### src/phy_status_defines.vh
// register offsets, field positions and reset values for the phy status summary block
`ifndef PHY_STATUS_DEFINES_VH
`define PHY_STATUS_DEFINES_VH

// bus widths
`define ADDR_W             5
`define DATA_W             16

// register offsets, management register space
`define OFS_BASIC_STATUS   5'h01
`define OFS_AN_EXPANSION   5'h06
`define OFS_STATUS_SUMMARY 5'h10
`define OFS_INT_SOURCE     5'h12
`define OFS_EVT_STATUS     5'h18
`define OFS_EVT_MASK       5'h19

// phy_status_summary field positions
`define BIT_PAGE_RX        8
`define BIT_INT_PEND       7
`define BIT_REMOTE_FAULT   6
`define BIT_JABBER         5
`define BIT_AN_DONE        4
`define BIT_LOOPBACK       3
`define BIT_DUPLEX         2
`define BIT_SPEED          1
`define BIT_LINK           0
`define SUMMARY_W          9

// event status / mask field positions
`define EVT_PAGE_RX        0
`define EVT_REMOTE_FAULT   1
`define EVT_LINK_CHANGE    2
`define EVT_AN_DONE        3
`define EVT_JABBER         4
`define EVT_W              5

// reset values
`define RST_SUMMARY        9'h000
`define RST_EVT_STATUS     5'h00
`define RST_EVT_MASK       5'h00
`define RST_RDATA          16'h0000

`endif

### src/phy_status_summary_low.v
// phy status summary register, bits 8:0, with event interrupt logic
//
// Overview of operation
// - bit 8 latches page received; an expansion register read or reset clears it
// - bit 7 set while interrupt pending; interrupt source register read clears it
// - bit 6 latches partner remote fault; basic status read or reset clears
// - bit 5 mirrors jabber detect at any speed setting; summary read keeps it
// - bit 4 is one when auto-negotiation has completed
// - bit 3 is one while mii loopback is enabled and active
// - bit 2 full duplex one, half zero; valid with link and negotiation settled
// - bit 1 speed, one for 10 Mb/s; valid with link and negotiation settled
// - bit 0 mirrors link status; a summary read does not clear it
`timescale 1ns/10ps
`include "phy_status_defines.vh"
module phy_status_summary_low
(
  // clock and reset
  input  wire                 clk,
  input  wire                 rst_b,
  // management register port
  input  wire [`ADDR_W-1:0]   addr,
  input  wire [`DATA_W-1:0]   wdata,
  input  wire                 wr_stb,
  input  wire                 rd_stb,
  output reg  [`DATA_W-1:0]   rdata,
  // event pulses from phy core logic
  input  wire                 page_rx_pulse,
  input  wire                 int_src_pulse,
  input  wire                 remote_fault_pulse,
  // levels from phy core logic
  input  wire                 jabber_detect,
  // negotiation state
  input  wire                 an_enable,
  input  wire                 an_complete,
  // loopback state
  input  wire                 loopback_en,
  input  wire                 loopback_active,
  // link mode
  input  wire                 duplex_full,
  input  wire                 speed_10,
  input  wire                 link_up,
  // interrupt
  output reg                  irq
);

  // read decode
  wire                        rd_an_expansion;
  wire                        rd_basic_status;
  wire                        rd_int_source;
  wire                        rd_summary;
  wire                        rd_evt_status;
  wire                        rd_evt_mask;

  // write decode
  wire                        wr_evt_status;
  wire                        wr_evt_mask;

  // latched summary bits
  wire                        page_rx_q;
  wire                        int_pend_q;
  wire                        remote_fault_q;
  wire                        int_pend_set;

  // mirrored summary bits
  reg                         jabber_reg;
  reg                         an_done_reg;
  reg                         loopback_reg;
  reg                         link_reg;

  // duplex and speed hold their last settled value
  reg                         duplex_reg;
  reg                         duplex_next;
  reg                         speed_reg;
  reg                         speed_next;
  wire                        mode_valid;

  // level edges
  wire                        jabber_rise;
  wire                        an_done_rise;
  wire                        link_change;

  // event interrupt registers
  wire [`EVT_W-1:0]           evt_status;
  reg  [`EVT_W-1:0]           evt_mask_reg;
  reg  [`EVT_W-1:0]           evt_mask_next;
  wire [`EVT_W-1:0]           evt_set;
  reg  [`EVT_W-1:0]           evt_clr;
  wire                        evt_unmasked_new;
  wire                        irq_next;

  // assembled read data
  wire [`SUMMARY_W-1:0]       summary;
  reg  [`DATA_W-1:0]          rdata_next;

  // register port decode
  // reads of the source registers are only observed here; their data
  // come from elsewhere, so this block answers them with zero
  assign rd_an_expansion = rd_stb && (addr == `OFS_AN_EXPANSION);
  assign rd_basic_status = rd_stb && (addr == `OFS_BASIC_STATUS);
  assign rd_int_source   = rd_stb && (addr == `OFS_INT_SOURCE);
  assign rd_summary      = rd_stb && (addr == `OFS_STATUS_SUMMARY);
  assign rd_evt_status   = rd_stb && (addr == `OFS_EVT_STATUS);
  assign rd_evt_mask     = rd_stb && (addr == `OFS_EVT_MASK);

  // only the event registers take writes; the summary offset is not decoded
  assign wr_evt_status   = wr_stb && (addr == `OFS_EVT_STATUS);
  assign wr_evt_mask     = wr_stb && (addr == `OFS_EVT_MASK);

  // edge history resets low, so a link already up at release counts as one change
  change_detect
  #(
    .WIDTH (1)
  )
  u_jabber_edges
  (
    .clk    (clk),
    .rst_b  (rst_b),
    .d      (jabber_detect),
    .rise   (jabber_rise),
    .change ()
  );

  change_detect
  #(
    .WIDTH (1)
  )
  u_an_done_edges
  (
    .clk    (clk),
    .rst_b  (rst_b),
    .d      (an_complete),
    .rise   (an_done_rise),
    .change ()
  );

  change_detect
  #(
    .WIDTH (1)
  )
  u_link_edges
  (
    .clk    (clk),
    .rst_b  (rst_b),
    .d      (link_up),
    .rise   (),
    .change (link_change)
  );

  // page received latch, cleared by an expansion register read or by reset
  sticky_bits
  #(
    .WIDTH (1)
  )
  u_page_rx
  (
    .clk   (clk),
    .rst_b (rst_b),
    .set   (page_rx_pulse),
    .clr   (rd_an_expansion),
    .q     (page_rx_q)
  );

  // interrupt pending latch; any unmasked new event also counts as pending
  assign evt_unmasked_new = |(evt_set & evt_mask_reg);
  assign int_pend_set     = int_src_pulse | evt_unmasked_new;

  sticky_bits
  #(
    .WIDTH (1)
  )
  u_int_pend
  (
    .clk   (clk),
    .rst_b (rst_b),
    .set   (int_pend_set),
    .clr   (rd_int_source),
    .q     (int_pend_q)
  );

  // remote fault latch; reset clears it through the flag reset
  sticky_bits
  #(
    .WIDTH (1)
  )
  u_remote_fault
  (
    .clk   (clk),
    .rst_b (rst_b),
    .set   (remote_fault_pulse),
    .clr   (rd_basic_status),
    .q     (remote_fault_q)
  );

  // duplex and speed only follow the core while the mode is settled;
  // otherwise the last settled value is held rather than showing noise
  assign mode_valid = link_up && (an_complete || !an_enable);

  always @*
  begin
    duplex_next = duplex_reg;
    speed_next  = speed_reg;
    if (mode_valid)
    begin
      duplex_next = duplex_full;
      speed_next  = speed_10;
    end
  end

  // basic status mirrors, one register stage so the read data stay glitch free
  always @(posedge clk)
  begin
    if (!rst_b)
    begin
      jabber_reg <= 1'b0;
      link_reg   <= 1'b0;
    end
    else
    begin
      jabber_reg <= jabber_detect;
      link_reg   <= link_up;
    end
  end

  // negotiation done mirror
  always @(posedge clk)
  begin
    if (!rst_b)
      an_done_reg <= 1'b0;
    else
      an_done_reg <= an_complete;
  end

  // loopback only counts once the path is really active, not merely enabled
  always @(posedge clk)
  begin
    if (!rst_b)
      loopback_reg <= 1'b0;
    else
      loopback_reg <= loopback_en & loopback_active;
  end

  // settled duplex and speed
  always @(posedge clk)
  begin
    if (!rst_b)
    begin
      duplex_reg <= 1'b0;
      speed_reg  <= 1'b0;
    end
    else
    begin
      duplex_reg <= duplex_next;
      speed_reg  <= speed_next;
    end
  end

  // event sources for the interrupt status register
  assign evt_set[`EVT_PAGE_RX]      = page_rx_pulse;
  assign evt_set[`EVT_REMOTE_FAULT] = remote_fault_pulse;
  assign evt_set[`EVT_LINK_CHANGE]  = link_change;
  assign evt_set[`EVT_AN_DONE]      = an_done_rise;
  assign evt_set[`EVT_JABBER]       = jabber_rise;

  // write one to clear
  always @*
  begin
    evt_clr = {`EVT_W{1'b0}};
    if (wr_evt_status)
      evt_clr = wdata[`EVT_W-1:0];
  end

  sticky_bits
  #(
    .WIDTH (`EVT_W)
  )
  u_evt_status
  (
    .clk   (clk),
    .rst_b (rst_b),
    .set   (evt_set),
    .clr   (evt_clr),
    .q     (evt_status)
  );

  // event mask
  always @*
  begin
    evt_mask_next = evt_mask_reg;
    if (wr_evt_mask)
      evt_mask_next = wdata[`EVT_W-1:0];
  end

  always @(posedge clk)
  begin
    if (!rst_b)
      evt_mask_reg <= `RST_EVT_MASK;
    else
      evt_mask_reg <= evt_mask_next;
  end

  // level interrupt, one cycle behind the status bits
  assign irq_next = |(evt_status & evt_mask_reg);

  always @(posedge clk)
  begin
    if (!rst_b)
      irq <= 1'b0;
    else
      irq <= irq_next;
  end

  // summary field assembly
  assign summary[`BIT_PAGE_RX]      = page_rx_q;
  assign summary[`BIT_INT_PEND]     = int_pend_q;
  assign summary[`BIT_REMOTE_FAULT] = remote_fault_q;
  assign summary[`BIT_JABBER]       = jabber_reg;
  assign summary[`BIT_AN_DONE]      = an_done_reg;
  assign summary[`BIT_LOOPBACK]     = loopback_reg;
  assign summary[`BIT_DUPLEX]       = duplex_reg;
  assign summary[`BIT_SPEED]        = speed_reg;
  assign summary[`BIT_LINK]         = link_reg;

  // read data mux; a summary read has no side effect on any latch, and
  // writes to the summary offset are simply not decoded
  always @*
  begin
    rdata_next = `RST_RDATA;
    if (rd_summary)
      rdata_next = {{(`DATA_W-`SUMMARY_W){1'b0}}, summary};
    else if (rd_evt_status)
      rdata_next = {{(`DATA_W-`EVT_W){1'b0}}, evt_status};
    else if (rd_evt_mask)
      rdata_next = {{(`DATA_W-`EVT_W){1'b0}}, evt_mask_reg};
  end

  // read data stand only in the cycle after the strobe
  always @(posedge clk)
  begin
    if (!rst_b)
      rdata <= `RST_RDATA;
    else
      rdata <= rdata_next;
  end

endmodule

### src/sticky_bits.v
// vector of sticky flags where a set in the clearing cycle wins
`timescale 1ns/10ps
module sticky_bits
#(
  parameter WIDTH = 1
)
(
  // clock and reset
  input  wire             clk,
  input  wire             rst_b,
  // set and clear requests
  input  wire [WIDTH-1:0] set,
  input  wire [WIDTH-1:0] clr,
  // flag state
  output reg  [WIDTH-1:0] q
);

  wire [WIDTH-1:0] q_next;

  // set wins so an event in the clearing cycle is not lost
  assign q_next = set | (q & ~clr);

  always @(posedge clk)
  begin
    if (!rst_b)
      q <= {WIDTH{1'b0}};
    else
      q <= q_next;
  end

endmodule

### src/change_detect.v
// registered history of a level vector with rise and change pulses
`timescale 1ns/10ps
module change_detect
#(
  parameter WIDTH = 1
)
(
  // clock and reset
  input  wire             clk,
  input  wire             rst_b,
  // watched levels, same clock domain
  input  wire [WIDTH-1:0] d,
  // one-cycle pulses
  output wire [WIDTH-1:0] rise,
  output wire [WIDTH-1:0] change
);

  reg [WIDTH-1:0] prev_reg;

  always @(posedge clk)
  begin
    if (!rst_b)
      prev_reg <= {WIDTH{1'b0}};
    else
      prev_reg <= d;
  end

  assign rise   = d & ~prev_reg;
  assign change = d ^ prev_reg;

endmodule

### config.mk
export PLATFORM = sky130hd
export DESIGN_NAME = phy_status_summary_low
export DESIGN_NICKNAME = d
export VERILOG_FILES = /design/src/phy_status_summary_low.v /design/src/sticky_bits.v /design/src/change_detect.v
export VERILOG_INCLUDE_DIRS = /design/src
export SDC_FILE = /design/constraint.sdc
export NUM_CORES = 1
export LEC_CHECK = 0
export ABC_CLOCK_PERIOD_IN_PS = 1800
export BUFFER_PORTS_ARGS = -buffer_cell sky130_fd_sc_hd__buf_2
export CAP_MARGIN = 25
export CORE_MARGIN = 2
export CORE_UTILIZATION = 35
export CTS_CLUSTER_SIZE = 28
export DETAILED_ROUTE_END_ITERATION = 8
export RECOVER_POWER = 50
export SLEW_MARGIN = 5
export SYNTH_ARGS = -nofsm -noshare
export SYNTH_HDL_FRONTEND = slang
export SYNTH_SLANG_ARGS = --single-unit
### constraint.sdc
create_clock -name clk -period 1.8 [get_ports clk]
set_input_delay 0.36 -clock clk [delete_from_list [all_inputs] [get_ports clk]]
set_output_delay 0.36 -clock clk [all_outputs]
set_load 0.005 [all_outputs]
; Word level (Yosys, flattened, before mapping)
; Cells that the tools add are included.
[classes]
bitwise_logic = 22
n_eq_ne = 6
muxes = 4
n_reduce_logical = 14
[ops]
columns = operator, count
row1 = $eq 5x5->1 const B, 4
row2 = $and 5x5->5, 3
row3 = $mux 5, 3
row4 = $reduce_or 5->1, 2
row5 = $logic_and 1x1->1, 9
row6 = $mux 9, 1
row7 = $and 1x1->1, 6
row8 = $not 1->1, 6
row9 = $eq 5x1->1 const B, 1
row10 = $eq 5x3->1 const B, 1
row11 = $not 5->5, 1
row12 = $or 5x5->5, 1
row13 = $or 1x1->1, 4
row14 = $reduce_or 3->1, 1
row15 = $logic_not 1->1, 1
row16 = $logic_or 1x1->1, 1
row17 = $xor 1x1->1, 1
[word_totals]
inputBits = 36
elab_cells = 60
reg_bits = 36

; Logic depth before layout (Yosys ltp)
[depth]
depth_word = 6
depth_mapped = 4
depth_no_buf = 3

; By module
; From an unflattened synthesis, not the netlist that was laid out.
[unflattened]
hier_cells = 152
hier_area_um2 = 1493.9
[by_module_without_submodules]
columns = mod, area_per_inst_um2, n_inst, cells_per_inst, seq_area_each_um2
row1 = phy_status_summary_low, 1024.7, 1, 113, 420.4
row2 = sticky_bits (u_evt_status), 206.4, 1, 15, 100.1
row3 = change_detect, 46.3, 3, 5, 20.0
row4 = sticky_bits (u_int_pend ...), 41.3, 3, 3, 20.0

; Worst setup path before layout
; No wires, ideal clock.
[synth_timing]
path_type = in2reg
from = input port addr[0]
to = register u_remote_fault.q
t_arrival_ps = 1101
path_buffers = 1
required_time_ps = 1668
stages = 4
path_slack_ps = 567
cell_sequence = buf_6 > or4b_1 > o21ai_0 > a21oi_1
[synth_via]
elab_chain_cells = 5
[synth_lines]
columns = item, line_no
row1 = "start, declared", phy_status_summary_low.v:21  ; input wire [`ADDR_W-1:0] addr,
row2 = $eq 5x1->1 (no source line), n/a
row3 = $logic_and 1x1->1, phy_status_summary_low.v:99  ; assign rd_basic_status = rd_stb && (addr == `OFS_BASIC_STATUS);
row4 = $not 1->1, sticky_bits.v:21  ; assign q_next = set | (q & ~clr);
row5 = $and 1x1->1, sticky_bits.v:21
row6 = $or 1x1->1, sticky_bits.v:21
row7 = "end signal, assigned", sticky_bits.v:26  ; q <= {WIDTH{1'b0}};
row8 = "end signal, assigned", sticky_bits.v:28  ; q <= q_next;
row9 = "end, declared", sticky_bits.v:15  ; output reg [WIDTH-1:0] q
; Every way passes these cells.
; A chain may end at the register's enable or synchronous reset.

; Worst setup path after layout
; Ends and elaborated chain as after synthesis.

==> qor.csv <==
metric;value;unit
Critical Path Source Type;input pin;
slew margin rel.;0.459;
Post-Synth Adder-Cell Area;0;
Hold Buf Count CTS;0;
Post-Synth Simple-Gate Area;0.221;
total gr overflow;0;
wire per inst;13.2;µm
max reg flops;9;
initial drt markers;58;
Synth Cell Area;0.00127;mm²
Pleak;0.660;nW
PnR Total Power;1.25;mW
CTS Buf Count;5;
P_sw;0.312;mW
Layout Skew;3.24;ps
Ys Warns;0;
total track usage;0.150;
CP max-delay cell;or4b_1;
setup_tns;0;ps
die width;64.2;µm
Diodes inserted;0;
final hold vios;0;
fin crit period;1270;ps
CTS tree;done;
footprint of the multi-input gates;601;µm²
Internal;0.942;mW
post-synth cell types;32;
Setup Fix Bufs, Post-CTS;0;
Req. time, crit path;2020;ps
RSZ-0062 raised after global routing;false;
row cnt;21;
crit-path max cell delay;480;ps
Power Density;836;mW/mm²
CTS root buf;clkbuf_4;
VDD IR max;0.000283;V
Hold/Removal Path Class;input pin to register;
# H-tree levels;2;
syn avg cell area;9.46;µm²
Max Slew Vio Count;0;
Sequential Area;581;µm²
sw frac;0.249;
fmax;789;MHz
Clock Pin Slew Worst Setup and Hold Paths;90;ps
max cap viols;0;
Synth Area in XOR/XNOR;0.00691;
Vias;1086;
core box area;0.00342;mm²
Port Buffers;34;
drt first pass iters;4;
Post-CTS Resized;0;
clock power share;0.364;
compound-gate portion of the synthesized area;0.141;
largest family of logic cells by synthesized area;simple AND/OR/NAND/NOR gates;
Vias/cell;5.00;
CP Class;input pin to register;
Die ar.;0.00412;mm²
DRT Wirelength;2.86;mm
status;finished clean;
IO Pins;53;
Nets;206;
CP max FO;10;
clock sink count;29;
# DRC;0;
Crit path max-delay family;simple AND/OR/NAND/NOR gates;
CP cell instances;clkbuf_1 > or4b_1 > o21ai_0 > a21oi_1;
Final HPWL DP;2.17;mm
layout cells sized above 1;0.281;
Layout fillers;364;
largest net degree at the start of global routing;23;
Area growth, synth to finish;18.4;%
first-pass GRT wire length;4.60;mm
Post-Syn Instances;134;
WP data arrival;1490;ps
RePlAce Congestion;0.832;
vias in the first global route;1048;
WHS;218;ps
die height;64.2;µm
mux cell area share after synthesis;0.0839;
post-route insts no fill;217;
placed cells;209;
CTS max path bufs;2;
Flop pwr share;0.540;
post-route clock period utilization;0.704;
clk_lat worst skew;340;ps
sequential share of the synthesized area;0.458;
Initial Utilization;0.371;
Final Setup Violations;0;
WP buf/inv;1;
CP endpoint kind;register;
Antenna Nets Post-Route;0;
Comb pwr share;0.096;
antenna violations before repair;0;
Synth Register Bits;29;
Worst Tran Pin Value;811;ps
==> through the flow <==
| stage | cell area (µm²) | util | setup slack (ps) |
|---|---|---|---|
| 2_1_floorplan | 1290 | - | 567 |
| 3_3_place_gp | 1440 | 0.421 | 376 |
| 3_5_place_dp | 1440 | 0.421 | 358 |
| 4_1_cts | 1510 | 0.442 | 593 |
| 5_1_grt | 1500 | 0.439 | 413 |
| 6_report | 1500 | 0.439 | 533 |
==> placed cells by master, fill, tap and decap left out, drive strengths merged <==
master and n:
buf 30, dfxtp 29, a21oi 12, nand2 12, clkbuf 12, nand3 10, o21ai 8, conb 7
inv 6, nor2b 6, and3 6, mux2 5, mux2i 5, a31oi 4, and2 3, nand3b 2
a222oi 1, a22oi 1, nor2 1, nand2b 1, o41ai 1, nor4b 1, and4bb 1, and3b 1
xor2 1, or4b 1, a221o 1, a221oi 1, a31o 1, clkinv 1
==> layer usage <==
metal	vias up	part of all wire	track usage
met4	0	0.033	0.112
met1	513	0.42	0.170
met3	6	0.049	0.0317
met2	30	0.50	0.249
met5	-	0	0
li1	537	-	-
==> worst paths after layout <==
path / start / endpoint / slack, ps / depth (start not counted)
worst max register to register: evt_mask_reg[0]$_SDFFE_PN0P_ / u_int_pend.q$_SDFF_PN0_ / 610 / 3
worst min register to register: loopback_reg$_SDFF_PN0_ / rdata[3]$_SDFF_PN0_ / 460 / 2
worst max-delay path: addr[0] / u_remote_fault.q$_SDFF_PN0_ / 530 / 4
worst min-delay path: wdata[0] / u_evt_status.q[0]$_SDFF_PN0_ / 220 / 2
==> power by group through the flow <==
stage | Clock, mW | Combinational (mW) | Sequential (mW)
5_1_grt | 0.498 | 0.134 | 0.680
3_3_place_gp | 0 | 0.118 | 0.690
3_5_place_dp | 0 | 0.123 | 0.691
2_1_floorplan | 0 | 0.0824 | 0.687
6_report | 0.457 | 0.120 | 0.677
4_1_cts | 0.467 | 0.123 | 0.677
==> cells in the mapped netlist <==
| cell type | n | area, µm² |
|---|---|---|
| and4bb_4 | 1 | 16.3 |
| nand2b_1 | 1 | 6.26 |
| or4b_1 | 1 | 10.0 |
| a221oi_1 | 1 | 8.76 |
| a22oi_1 | 1 | 7.51 |
| a31oi_1 | 4 | 25.0 |
| and3_4 | 1 | 11.3 |
| o41ai_1 | 1 | 8.76 |
| and3_1 | 5 | 31.3 |
| dfxtp_1 | 29 | 581 |
| buf_4 | 7 | 52.6 |
| nand3_1 | 10 | 50.1 |
| a221o_1 | 1 | 10.0 |
| nor2_1 | 1 | 3.75 |
| mux2_2 | 5 | 56.3 |
| inv_1 | 6 | 22.5 |
| nand2_1 | 12 | 45.0 |
| xor2_1 | 1 | 8.76 |
| o21ai_0 | 8 | 40.0 |
| clkbuf_1 | 3 | 11.3 |
| nor4b_4 | 1 | 23.8 |
| a222oi_1 | 1 | 10.0 |
| nand3b_1 | 2 | 15.0 |
| and2_1 | 2 | 12.5 |
| a31o_2 | 1 | 8.76 |
| nor2b_1 | 6 | 37.5 |
| and2_4 | 1 | 8.76 |
| conb_1 | 1 | 3.75 |
| and3b_1 | 1 | 8.76 |
| mux2i_1 | 5 | 50.1 |
| buf_6 | 2 | 22.5 |
| a21oi_1 | 12 | 60.1 |
==> layout make-up <==
type	count	share of cell area
timing repair buffer	35	0.113
sequential	29	0.387
multi-input combinational	93	0.400
clock buffer	7	0.0434
clock inverter	1	0.00334
tap	46	0.0384
inverter	6	0.0150
==> logic make-up (layout without fill, tap and decap cells) <==
group	after synthesis	count (layout)
AND/OR/NAND/NOR	45	45
AO/OA/AOI/OAI	30	30
flip-flops	29	29
buffers and inverters	18	49
XOR/XNOR	1	1
other	1	7
multiplexers	10	10
Power figures use the tool's default switching activity.
